### config.mk
export PLATFORM = sky130hd
export DESIGN_NAME = sao_set_all_ones
export DESIGN_NICKNAME = d
export VERILOG_FILES = /design/src/rtl/sao_pkg.sv /design/src/rtl/sao_addr_gen.sv /design/src/rtl/sao_set_all_ones.sv
export SDC_FILE = /design/constraint.sdc
export NUM_CORES = 1
export LEC_CHECK = 0
export CAP_MARGIN = 40
export CORE_MARGIN = 3
export CORE_UTILIZATION = 55
export CTS_CLUSTER_SIZE = 25
export DETAILED_ROUTE_END_ITERATION = 12
export DONT_BUFFER_PORTS = 1
export PLACE_DENSITY = 0.7
export SLEW_MARGIN = 20
export SYNTH_ARGS = -nofsm -noshare
export SYNTH_HDL_FRONTEND = slang
export SYNTH_SLANG_ARGS = --single-unit
### constraint.sdc
create_clock -name clk_sys -period 2.1 [get_ports clk_sys]
set_input_delay 0.315 -clock clk_sys [delete_from_list [all_inputs] [get_ports clk_sys]]
set_output_delay 0.315 -clock clk_sys [all_outputs]
set_load 0.1 [all_outputs]
### src/rtl/sao_pkg.sv
`default_nettype none
package sao_pkg;
  // ***********************************************
  // Opcode layout
  // ***********************************************
  localparam logic [6:0] SAO_OPCODE_HI = 7'h34;
  localparam int SAO_A_BIT = 8;
  localparam int SAO_OP_MSB = 15;
  localparam int SAO_OP_LSB = 9;
  localparam logic [7:0] SAO_ALL_ONES = 8'hff;
  localparam logic [7:0] SAO_INDEXED_MAX = 8'h5f;
  localparam logic [7:0] SAO_ACCESS_SPLIT = 8'h60;
  localparam logic [3:0] SAO_ACCESS_HI_BANK = 4'hf;
  localparam logic [3:0] SAO_BSR_RESET = 4'h0;
  localparam logic [7:0] SAO_FSR2_RESET = 8'h00;
  localparam int SAO_ADDR_W = 12;
  localparam int SAO_BANK_W = 4;
  typedef enum logic [1:0] {
    SAO_Q1 = 2'b00,
    SAO_Q2 = 2'b01,
    SAO_Q3 = 2'b10,
    SAO_Q4 = 2'b11
  } sao_phase_type;
endpackage
`default_nettype wire

### src/rtl/sao_addr_gen.sv
`default_nettype none
module sao_addr_gen
  import sao_pkg::*;
(
  input wire logic [7:0] field,
  input wire logic access_sel,
  input wire logic ext_set_en,
  input wire logic [sao_pkg::SAO_BANK_W-1:0] bank_sel,
  input wire logic [sao_pkg::SAO_ADDR_W-1:0] index_base,
  output logic [sao_pkg::SAO_ADDR_W-1:0] addr
);
  wire indexed = ext_set_en && !access_sel && (field <= SAO_INDEXED_MAX);
  wire [3:0] acc_bank = (field < SAO_ACCESS_SPLIT) ? 4'h0 : SAO_ACCESS_HI_BANK;
  wire [11:0] acc_addr = {acc_bank, field};
  wire [11:0] bank_addr = {bank_sel, field};
  wire [11:0] idx_addr = index_base + {4'h0, field};
  assign addr = indexed ? idx_addr : (access_sel ? bank_addr : acc_addr);
endmodule
`default_nettype wire

### src/rtl/sao_set_all_ones.sv
`default_nettype none
module sao_set_all_ones
  import sao_pkg::*;
(
  input wire logic clk_sys,
  input wire logic reset,
  input wire logic clk_en,
  input wire logic [15:0] instr,
  input wire logic instr_valid,
  input wire logic ext_set_en,
  input wire logic [sao_pkg::SAO_BANK_W-1:0] bank_sel,
  input wire logic [sao_pkg::SAO_ADDR_W-1:0] index_base,
  output logic rd_en,
  output logic [sao_pkg::SAO_ADDR_W-1:0] mem_addr,
  output logic wr_en,
  output logic [7:0] wr_data,
  output logic busy,
  output logic status_we
);
  // ***********************************************
  // Decode
  // ***********************************************
  sao_phase_type phase_q, phase_d;
  logic active_q;
  logic [11:0] addr_calc;
  wire hit = instr_valid && (instr[SAO_OP_MSB:SAO_OP_LSB] == SAO_OPCODE_HI);
  wire start = hit && !active_q && (phase_q == SAO_Q1);
  sao_addr_gen u_addr (
    .field(instr[7:0]),
    .access_sel(instr[SAO_A_BIT]),
    .ext_set_en(ext_set_en),
    .bank_sel(bank_sel),
    .index_base(index_base),
    .addr(addr_calc)
  );
  // ***********************************************
  // Phase sequence
  // ***********************************************
  always_comb begin
    unique case (phase_q)
      SAO_Q1: phase_d = start ? SAO_Q2 : SAO_Q1;
      SAO_Q2: phase_d = SAO_Q3;
      SAO_Q3: phase_d = SAO_Q4;
      SAO_Q4: phase_d = SAO_Q1;
    endcase
  end
  always_ff @(posedge clk_sys or posedge reset) begin
    if (reset) begin
      phase_q <= SAO_Q1;
      active_q <= 1'b0;
      rd_en <= 1'b0;
      mem_addr <= 12'h000;
      wr_en <= 1'b0;
      wr_data <= 8'h00;
      busy <= 1'b0;
      status_we <= 1'b0;
    end else if (clk_en) begin
      phase_q <= phase_d;
      active_q <= (phase_d != SAO_Q1);
      busy <= (phase_d != SAO_Q1);
      // Address is latched once so a new word during busy cannot redirect the write
      if (start) begin
        mem_addr <= addr_calc;
      end
      // Dummy read keeps the read-modify-write timing of other byte ops
      rd_en <= (phase_d == SAO_Q2);
      wr_en <= (phase_d == SAO_Q4);
      wr_data <= SAO_ALL_ONES;
      status_we <= 1'b0;
    end
  end
  // ***********************************************
  // Checks
  // ***********************************************
  a_write_all_ones: assert property (@(posedge clk_sys) disable iff (reset)
    wr_en |-> wr_data == 8'hff) else $error("write data not all ones");
  a_flags_untouched: assert property (@(posedge clk_sys) disable iff (reset)
    !status_we) else $error("status written");
  a_four_phase: assert property (@(posedge clk_sys) disable iff (reset)
    (clk_en && start) ##1 clk_en [*2] |=> wr_en) else $error("write not in fourth phase");
  a_read_before: assert property (@(posedge clk_sys) disable iff (reset)
    $rose(wr_en) |-> $past(rd_en, 2) || !$past(clk_en)) else $error("no read before write");
  a_bank_addr: assert property (@(posedge clk_sys) disable iff (reset)
    (clk_en && start && instr[8]) |=> mem_addr == {$past(bank_sel), $past(instr[7:0])})
    else $error("banked address wrong");
  a_access_addr: assert property (@(posedge clk_sys) disable iff (reset)
    (clk_en && start && !instr[8] && !ext_set_en) |=> mem_addr[7:0] == $past(instr[7:0])
    && (mem_addr[11:8] == 4'h0 || mem_addr[11:8] == 4'hf)) else $error("access address wrong");
  a_indexed_addr: assert property (@(posedge clk_sys) disable iff (reset)
    (clk_en && start && !instr[8] && ext_set_en && instr[7:0] <= 8'h5f)
    |=> mem_addr == $past(index_base) + {4'h0, $past(instr[7:0])})
    else $error("indexed address wrong");
  a_single_write: assert property (@(posedge clk_sys) disable iff (reset)
    wr_en && clk_en |=> !wr_en) else $error("write longer than one phase");
  a_freeze_hold: assert property (@(posedge clk_sys) disable iff (reset)
    !clk_en |=> $stable(rd_en) && $stable(wr_en) && $stable(mem_addr) && $stable(busy))
    else $error("state moved while clock enable low");
  a_busy_ignores: assert property (@(posedge clk_sys) disable iff (reset)
    (busy && clk_en) |=> $stable(mem_addr)) else $error("address changed while busy");
endmodule
`default_nettype wire

After elaboration in Yosys (flattened, before gate mapping)
Cells that the tools add are included.
Widths: inputs -> output; s select.
{ "op_classes": {"addsub": 1, "magnitude_cmp": 2, "eq_ne": 6, "n_mux": 5, "reduce_logical": 10} }
{ "op_table": {"columns": ["op", "count"], "rows": [
  ["$mux 12", 2],
  ["$add 12x8->12", 1],
  ["$le 8x7->1 const B", 1],
  ["$lt 8x7->1 const B", 1],
  ["$pmux 2 s4", 1],
  ["$eq 7x6->1 const B", 1],
  ["$eq 2x2->1 const B", 3],
  ["$logic_and 1x1->1", 5],
  ["$eq 2x1->1 const B", 2],
  ["$mux 4", 1],
  ["$logic_not 1->1", 2],
  ["$logic_not 2->1", 1],
  ["$reduce_and 2->1", 1],
  ["$reduce_bool 2->1", 1],
  ["$mux 1", 1]
]} }
{ "totals": {"ff_bits": 18, "in_bits": 37, "output_inout_bits": 24} }

Longest topological paths before layout
Gate-level depths: netlist (run 1).
{ "logic_depth": {"word_depth": 7, "ltp_mapped": 8} }

Hierarchy
Synthesis (run 1) repeated with hierarchy kept, for this count alone.
{ "unflattened": {"cells_unflattened": 158, "area_unflattened_um2": 1529.0} }
{ "by_module_without_submodules": {"columns": ["mod", "instances", "cells_per_inst", "area_per_inst_um2", "seq_area_each_um2"], "rows": [
  ["sao_set_all_ones", 1, 66, 888.4, 450.4],
  ["sao_addr_gen", 1, 92, 640.6, 0.0]
]} }

Worst setup path before layout (run 1)
OpenSTA, ideal clock, no wires.
{ "synth_path": {"path_type": "register to register", "from": "register active_q", "to": "register mem_addr[11] (netlist bit)", "setup_ps": 123, "t_arrival_ps": 1934, "path_slack_ps": 43, "path_stages_with_launch": 6, "path_buffers": 0, "synth_period_minus_slack_ps": 2057, "path_cell_list": "dfrtp_1 > nand4bb_1 > nor3_2 > mux2i_1 > o311a_1 > nand2_1"} }
{ "synth_between": {"elab_chain_len": 4} }
{ "synth_lines": {"columns": ["item", "line", "text"], "rows": [
  ["start: declaration", "sao_set_all_ones.sv:24", "logic active_q;"],
  ["start signal: assignment", "sao_set_all_ones.sv:59", "active_q <= (phase_d != SAO_Q1);"],
  ["$logic_not 1->1", "sao_set_all_ones.sv:27", "wire start = hit && !active_q && (phase_q == SAO_Q1);"],
  ["$logic_and 1x1->1 (2 in series)", "sao_set_all_ones.sv:27", null],
  ["$reduce_and 2->1 (no line)", null, null],
  ["end signal: assignment", "sao_set_all_ones.sv:63", "mem_addr <= addr_calc;"],
  ["end: declaration", "sao_set_all_ones.sv:14", "output logic [sao_pkg::SAO_ADDR_W-1:0] mem_addr,"]
]} }
No other way between the ends.
A chain may end at the register's enable or synchronous reset.

Final worst setup path (run 1)
{ "layout_path": {"from": "register phase_q[0]", "to": "register mem_addr[11] (netlist bit)"} }
{ "layout_between": {"elab_chain_len": 3} }
{ "layout_lines": {"columns": ["item", "line", "text"], "rows": [
  ["start: declaration", "sao_set_all_ones.sv:23", "sao_phase_type phase_q, phase_d;"],
  ["start signal: assignment", "sao_set_all_ones.sv:58", "phase_q <= phase_d;"],
  ["$logic_not 2->1", "sao_set_all_ones.sv:27", null],
  ["$logic_and 1x1->1", "sao_set_all_ones.sv:27", null],
  ["$reduce_and 2->1 (no line)", null, null]
]} }
No other way between the ends.

==> out/metrics.yaml, run 1 <==
outcome: "complete, no violations"
hold_buffers: 0
cts_tree: "yes"
timing.rr.start: "phase_q[0]"
drc: 0
swShare_pct: 46.7
synth_edf_count: 0
yosysSeqAreaShare_pct: 30.7
nFillCells: 228
hold_viol: 0
crit_path_end_kind: "flop"
drt_iter0_markers: 61
vias: 1365
io_pins: 61
clkTransAtPathRegs_ps: 110
hp-class: "in2async"
area_delta_synth_final_pct: 11.2
h-tree-depth: 1
die_w_um: 57.6
drv_cap: 0
fin_total_pwr_mw: 1.24
power_frac_clock_pct: 16.9
synthArstFlopShare_pct: 100
wl_per_cell_um: 16.8
setup_viol: 0
fmax_mhz: 561
required_ps: 2330
coreArea_mm2: 0.00250
slew_headroom_pct: 40.2
worst_pin_slew_ps: 897
clk_latency_ps: 290
grt_pass1_vias: 1323
finClkSkew_ps: 6.96
io_buffers: 0
timing.final.crit_share_pct: 84.9
power_frac_seq_pct: 38.9
placementRows: 18
hpwl_um: 2890
drv_slew: 0
cts-resized-gates: 0
gr-total-overflow: 0
totalWireLength_um: 3630
antenna_found_initial: 0
p_comb_share_pct: 44.2
ys_seq_elements: 18
rsz0062_at_grt: "false"
antenna_cells: 0
vdd_drop_max_mv: 0.739
fin_nets: 235
die_height_um: 57.6
drive_gt1_share_pct: 17.7
syn_area_mm2: 0.00147
syn_inst: 174
criticalPathCategory: "reg2reg"
syn-num-nets: 222
synth_warnings: 0
grt_use_total_pct: 22.0
syn_avg_cell_area_um2: 8.42
gp_congestion: 0.889
antenna_left: 0
cp_max_fo: 6
fin_tns_setup_ps: 0
grt_max_degree: 19
clockBufferDepth: 2
cts_root_buffer: "clkbuf_4"
r2r_slack_ps: 320
worstReg2RegEnd: "mem_addr[11]"
drtPass1Iterations: 4
vias_per_cell: 6.32
p_int_mw: 0.658
period_needed_ps: 1780
yosysUniqueCellTypes: 46
synth-main-ff-cell: "dfrtp_1"
rr_worst_depth: 8
arrival_ps: 2010
initial_utilization_pct: 58.6
power.switching_mw: 0.578
die_area_mm2: 0.00332
numCtsBuffers: 3
p_per_area_mw_per_mm2: 759
final_cell_mix: "19 x a21oi_1, 19 x buf_4, 17 x dfrtp_1"
power.leakage_nw: 0.751
grt_pass1_wl_um: 5870
postCtsSetupBuffers: 0
crit_path_start_kind: "flop"
cts.sinks: 18
## critical path: stages, from the launching register on
cell       delay, ps
dfrtp_1          370
inv_1            100
ha_1             200
nand4bb_1        180
nor3_1           240
buf_4            180
nand3_1           90
o311a_1          290
nand2_1           80
## worst max-delay path by stage
stage | start | endpoint | slack, ps | cells after the start
3_5_place_dp | instr[0] | mem_addr[8] | 90 | 8
5_1_grt | phase_q[0] | mem_addr[11] | 230 | 8
2_1_floorplan | active_q | mem_addr[11] | 40 | 5
4_1_cts | wr_data[0] | wr_data[1] | 340 | 1
6_report | phase_q[0] | mem_addr[11] | 320 | 8
3_3_place_gp | instr[0] | mem_addr[8] | 170 | 8
## logic make-up (layout without fill, tap and decap cells)
logic type / after synthesis / after routing / synth area share [%]
flip-flops: 18 / 18 / 30.7
AO/OA/AOI/OAI: 53 / 53 / 23.1
adder cells (fa/ha/maj): 11 / 11 / 9.91
AND/OR/NAND/NOR: 63 / 63 / 24.3
other: 1 / 1 / 0.256
buffers and inverters: 24 / 36 / 8.80
multiplexers: 4 / 4 / 2.90
## power by group through the flow
| stage | clock network, mW | registers [mW] | logic [mW] |
|---|---|---|---|
| after floorplan | 0 | 0.692 | 0.232 |
| after global placement | 0 | 0.484 | 0.524 |
| after detailed placement | 0 | 0.489 | 0.539 |
| after CTS | 0.213 | 0.482 | 0.541 |
| after global routing | 0.224 | 0.487 | 0.586 |
| final | 0.209 | 0.481 | 0.546 |
## routing by layer
metal / up-vias / part of all wire, % / track usage (%)
li1: 652 / - / -
met1: 665 / 43 / 28.8
met2: 46 / 51 / 38.9
met3: 2 / 5.6 / 3.12
met4: 0 / 0.63 / 3.97
met5: - / 0 / 0
## stage by stage
stage                     utilization (%)  instance area [µm²]  hold WS, ps  instances  worst slack (ps)
final                                65.2                 1630         2.84        216               318
after global routing                 65.2                 1630         62.1        216               229
after CTS                            65.0                 1630         32.3        215               336
after detailed placement             63.6                 1590          349        211              90.2
after global placement               63.6                 1590          335        211               173
after floorplan                         -                 1470          254        174              42.8
## cell usage after synthesis (all sizes together), types with 3 or more instances
cell type	number	share of area (%)
nor3	8	3.1
nand3	8	2.7
a211oi	3	2.4
ha	10	8.5
inv	11	2.8
clkbuf	3	0.77
and3	3	1.3
nor2b	5	2.1
buf	10	5.2
o21a	3	1.5
dfrtp	18	31
nand4	4	1.7
a31oi	4	1.7
o21ai	12	4.1
nand2	15	4.4
a21oi	19	6.5
nor2	8	2.0
## registers in the layout, indices dropped and copies added (netlist names)
signal / cells
wr_data: 1
phase_q: 2
active_q: 1
wr_en: 1
rd_en: 1
mem_addr: 12
## cell type report
cell class | count | area, µm² | area share, %
repair buffers | 21 | 174 | 10.7
inverters | 11 | 41.3 | 2.53
flip-flops and latches | 18 | 454 | 27.9
multi-input cells | 132 | 886 | 54.4
well taps | 30 | 37.5 | 2.30
clock buffers | 4 | 36.3 | 2.23
(Power assumes the default switching activity.)
==> run 2: changes to the inputs <==
clock period = 1.8 ns   (was 2.1 ns; I/O delays follow)
==> out/metrics.yaml, run 2 (same netlist as run 1, synthesis figures left out) <==
fin_nets: 240  # +2.1%
crit_path_end_kind: "flop"
dpl.cell_count: 216  # +2.4%
cp_max_fo: 3  # -3
criticalPathCategory: "reg2reg"
dp_slack_ps: -119  # -209 ps
die_w_um: 57.6  # unchanged
grt_pass1_vias: 1365  # +3.2%
largest_reg_flops: 12  # unchanged
clk_latency_ps: 290  # about the same
clockBufferDepth: 2  # unchanged
antenna_left: 0  # unchanged
p_int_mw: 0.833  # +27%
crit_chain: "inv_1 > ha_4 > and4bb_2 > nand3_1 > or4_1 > nand3_1"
timing.final.crit_share_pct: 95.6  # +11 points
vias_per_cell: 6.26  # -0.97%
top_regs: "mem_addr (12), phase_q (2)"
worst_pin_slew_ps: 699  # -197 ps
vias: 1383  # +1.3%
fmax_mhz: 581  # +3.6%
rsz0062_at_grt: "false"
crit_buf_inv: 1  # -1
slew_headroom_pct: 53.3  # +13 points
vdd_drop_max_mv: 0.790  # +6.9%
power.leakage_nw: 0.817  # +8.8%
arrival_ps: 1960  # -50 ps
antenna_cells: 0  # unchanged
crit_path_start_kind: "flop"
power_frac_clock_pct: 16.6  # -0.3 points
crit_start: "phase_q[0]"
initial_utilization_pct: 58.6  # unchanged
hold_viol: 0  # unchanged
final_area_mm2: 0.00174  # +6.7%
drv_cap: 0  # unchanged
drive_gt1_share_pct: 22.5  # +4.8 points
postCtsSetupBuffers: 0  # unchanged
final_cell_mix: "23 x buf_4, 19 x a21oi_1, 16 x dfrtp_1"
hp-class: "in2reg"
hp-start: "clk_en"
placed_area_mm2: 0.00165  # +4.1%
power_frac_seq_pct: 32.8  # -6.1 points
outcome: "complete, no violations"
gr-total-overflow: 0  # unchanged
gp_congestion: 0.936  # +5.2%
swShare_pct: 46.1  # -0.65 points
grt_pass1_wl_um: 5930  # +1.2%
io_buffers: 0  # unchanged
area_delta_synth_final_pct: 18.6
cp_slowest_cell: "or4_1"
io_pins: 61  # unchanged
p_comb_share_pct: 50.6  # +6.4 points
coreArea_mm2: 0.00250  # unchanged
critPathMaxStageDelay_ps: 510  # +140 ps
numCtsBuffers: 3  # unchanged
drt_iter0_markers: 75  # +23%
totalWireLength_um: 3650  # +0.61%
regMostFlops: "mem_addr"
cpMostUsedCell: "nand3_1"
die_area_mm2: 0.00332  # unchanged
drv_slew: 0  # unchanged
clkTransAtPathRegs_ps: 110  # about the same
wl_per_cell_um: 16.5  # -1.7%
worst_slack_ps: 79.0  # -239 ps
placementRows: 18  # unchanged
h-tree-depth: 1  # unchanged
setup_viol: 0  # unchanged
drc: 0  # unchanged
timing.rr.start: "phase_q[0]"
grt_max_degree: 19  # unchanged
drtPass1Iterations: 4  # unchanged
period_needed_ps: 1720  # -61.2 ps
p_per_area_mw_per_mm2: 889  # +17%
stdcell_count: 221  # +2.3%
finClkSkew_ps: 4.63  # -2.33 ps
cts.sinks: 18  # unchanged
cts_tree: "yes"
hpwl_um: 2930  # +1.5%
power.switching_mw: 0.712  # +23%
nFillCells: 209  # -8.3%
required_ps: 2040  # -290 ps
cts_root_buffer: "clkbuf_4"
antenna_found_initial: 0  # unchanged
layout_commonest_cell: "buf_4"
critPathTopFamily: "simple AND/OR/NAND/NOR gates"
grt_use_total_pct: 22.8  # +0.79 points
die_height_um: 57.6  # unchanged
-- run 2: what timing repair did --
item / CTS / global route
resized for setup: 0 / 5
setup endpoints to repair: 0 / 4
endpoints found under the hold margin: 18 / 0
hold buffers: 1 / 0
-- run 2: power groups by stage --
stage          Clock (mW)  Sequential [mW]  Combinational [mW]
2_1_floorplan           0            0.817               0.273
3_5_place_dp            0            0.513               0.723
4_1_cts             0.261            0.505               0.727
6_report            0.257            0.507               0.781
5_1_grt             0.278            0.512               0.835
3_3_place_gp            0            0.506               0.704
-- run 2: final timing paths --
check / depth (start not counted) / endpoint / slack (ps)
worst max-delay path: 6 / mem_addr[5] / 80
worst min-delay path: 1 / rd_en / 70
worst max register to register: 6 / mem_addr[5] / 80
worst min register to register: 1 / mem_addr[4] / 500
max in group asynchronous: 2 / wr_data[0] / 780
min in group asynchronous: 2 / phase_q[0] / 510
-- run 2: worst register-to-register path: cells and delay by family (launching register included) --
family / cells / cell delay (ps)
adders and majority gates: 1 / 180
buffers and inverters: 1 / 140
DFF: 1 / 400
and+or+nand+nor: 4 / 950
-- run 2: final cells by class --
type / instances / area (µm²) / area share, %
Sequential cell: 18 / 458 / 26.3
Tap cell: 30 / 37.5 / 2.16
Timing Repair Buffer: 26 / 230 / 13.2
Inverter: 11 / 41.3 / 2.38
Multi-Input combinational cell: 132 / 935 / 53.8
Clock buffer: 4 / 36.3 / 2.09
-- run 2: per-layer routing --
metal | GRT usage, % | part of all wire (%) | vias to the layer above
met5 | 0 | 0 | -
met4 | 8.61 | 1.5 | 0
met3 | 4.23 | 9.4 | 6
met2 | 37.1 | 48 | 82
met1 | 30.1 | 41 | 629
li1 | - | - | 666
-- run 2: through the flow --
stage                     TNS (ps)  utilization [%]  total power [mW]  hold WS, ps
after global placement       -68.1             66.2              1.21          292
final                            0             69.5              1.54         68.8
after global routing             0             69.5              1.63         52.8
after detailed placement      -150             66.2              1.24          306
after floorplan                  0                -              1.09          209
after CTS                        0             68.0              1.49         63.9
==> run 3: changes to the inputs <==
CORE_ASPECT_RATIO = 0.75   (was not set)
==> out/metrics.yaml, run 3 (same netlist as run 1, synthesis figures left out) <==
period_needed_ps: 1690  # -31.3 ps
arrival_ps: 1920  # -40 ps
grt_pass1_wl_um: 5900  # -0.59%
coreArea_mm2: 0.00242  # -3.2%
die_area_mm2: 0.00333  # +0.19%
io_buffers: 0  # unchanged
gr-total-overflow: 0  # unchanged
final_cell_mix: "25 x buf_4, 19 x a21oi_1, 16 x dfrtp_1"
vias_per_cell: 6.23  # -0.46%
antenna_left: 0  # unchanged
cp_max_fo: 4  # +1
postCtsSetupBuffers: 0  # unchanged
grt_pass1_vias: 1316  # -3.6%
drc: 0  # unchanged
regArea_um2: 458  # unchanged
io_pins: 61  # unchanged
initial_utilization_pct: 60.5  # +1.9 points
numCtsBuffers: 3  # unchanged
fmax_mhz: 592  # +1.9%
h-tree-depth: 1  # unchanged
largest_reg_flops: 12  # unchanged
vias: 1414  # +2.2%
setup_viol: 0  # unchanged
gp_congestion: 0.897  # -4.2%
wl_per_cell_um: 16.5  # -0.27%
die_height_um: 50.7  # -12%
final_area_mm2: 0.00176  # +1.0%
vdd_drop_max_mv: 0.459  # -42%
antenna_cells: 0  # unchanged
power.leakage_nw: 0.826  # +1.1%
clk_latency_ps: 300  # about the same
hpwl_um: 2930  # -0.20%
antenna_found_initial: 0  # unchanged
fin_util_pct: 72.5  # +3.0 points
hp-class: "in2reg"
drv_cap: 0  # unchanged
top_regs: "mem_addr (12), phase_q (2)"
criticalPathCategory: "in2reg"
fin_nets: 242  # +0.83%
drtPass1Iterations: 4  # unchanged
multi_input_area_um2: 932  # -0.27%
crit_path_end_kind: "flop"
grt_max_degree: 19  # unchanged
p_per_area_mw_per_mm2: 888  # about the same
stdcell_count: 227  # +2.7%
drt_iter0_markers: 105  # +40%
drive_gt1_share_pct: 23.3  # +0.80 points
layout_commonest_cell: "buf_4"
dp_slack_ps: -173  # -53.8 ps
outcome: "complete, no violations"
die_w_um: 65.6  # +14%
cts_root_buffer: "clkbuf_4"
slew_headroom_pct: 52.2  # -1.2 points
cts.sinks: 18  # unchanged
totalWireLength_um: 3740  # +2.4%
area_delta_synth_final_pct: 19.8
hold_slack_ps: 69.9  # +1.06 ps
required_ps: 2030  # about the same
regMostFlops: "mem_addr"
placementRows: 15  # -3
clockBufferDepth: 2  # unchanged
hold_viol: 0  # unchanged
rsz0062_at_grt: "false"
clkTransAtPathRegs_ps: 110  # about the same
finClkSkew_ps: 1.35  # -3.28 ps
nFillCells: 185  # -11%
cts_tree: "yes"
dpl.cell_count: 222  # +2.8%
worst_slack_ps: 110  # +31.3 ps
timing.final.crit_share_pct: 93.9  # -1.7 points
drv_slew: 0  # unchanged
worst_pin_slew_ps: 717  # +17.5 ps
crit_path_start_kind: "input port"
grt_use_total_pct: 22.6  # -0.14 points
placed_area_mm2: 0.00167  # +1.2%
run 3: power breakdown:
part / internal (mW) / switching [mW] / total [mW]
logic: 0.246 / 0.556 / 0.802
clock network: 0.123 / 0.138 / 0.261
registers: 0.470 / 0.0262 / 0.496
run 3: routing by layer:
layer	part of all wire, %	global-route usage (%)	wire length (µm)
met1	44	30.0	1650
met2	43	36.3	1630
met3	12	8.50	442
met4	0.53	2.41	20
met5	0	0	0
run 3: final timing paths:
path,startpoint,to,slack (ps),depth (start not counted)
worst max-delay path,instr[0],mem_addr[8],110,8
worst max register to register,phase_q[1],mem_addr[5],120,6
min in group asynchronous,reset,phase_q[1],520,2
worst min register to register,mem_addr[9],mem_addr[9],570,2
worst min-delay path,clk_en,rd_en,70,1
max in group asynchronous,reset,active_q,750,2
run 3: layout make-up:
type                    count  area share (%)
repair buffers             28            14.0
multi-input cells         132            53.1
clock buffers               4            2.07
well taps                  34            2.42
flip-flops and latches     18            26.1
inverters                  11            2.35
run 3: critical path: stages:
cell and delay [ps]:
ha_1 140, inv_1 50, fa_1 390, nor2b_1 230, o31ai_1 170, a21oi_1 190, mux2_2 350, a21oi_1 120
run 3: per-stage QoR:
step                      total power [mW]  TNS, ps
after floorplan                       1.09        0
after global placement                1.22    -71.2
after global routing                  1.64        0
after detailed placement              1.24     -343
after CTS                             1.50        0
final                                 1.56        0
run 3: timing repair:
item	CTS	global route
endpoints found under the hold margin	18	0
setup endpoints to repair	0	5
gates resized for setup	0	5
hold buffers	1	0
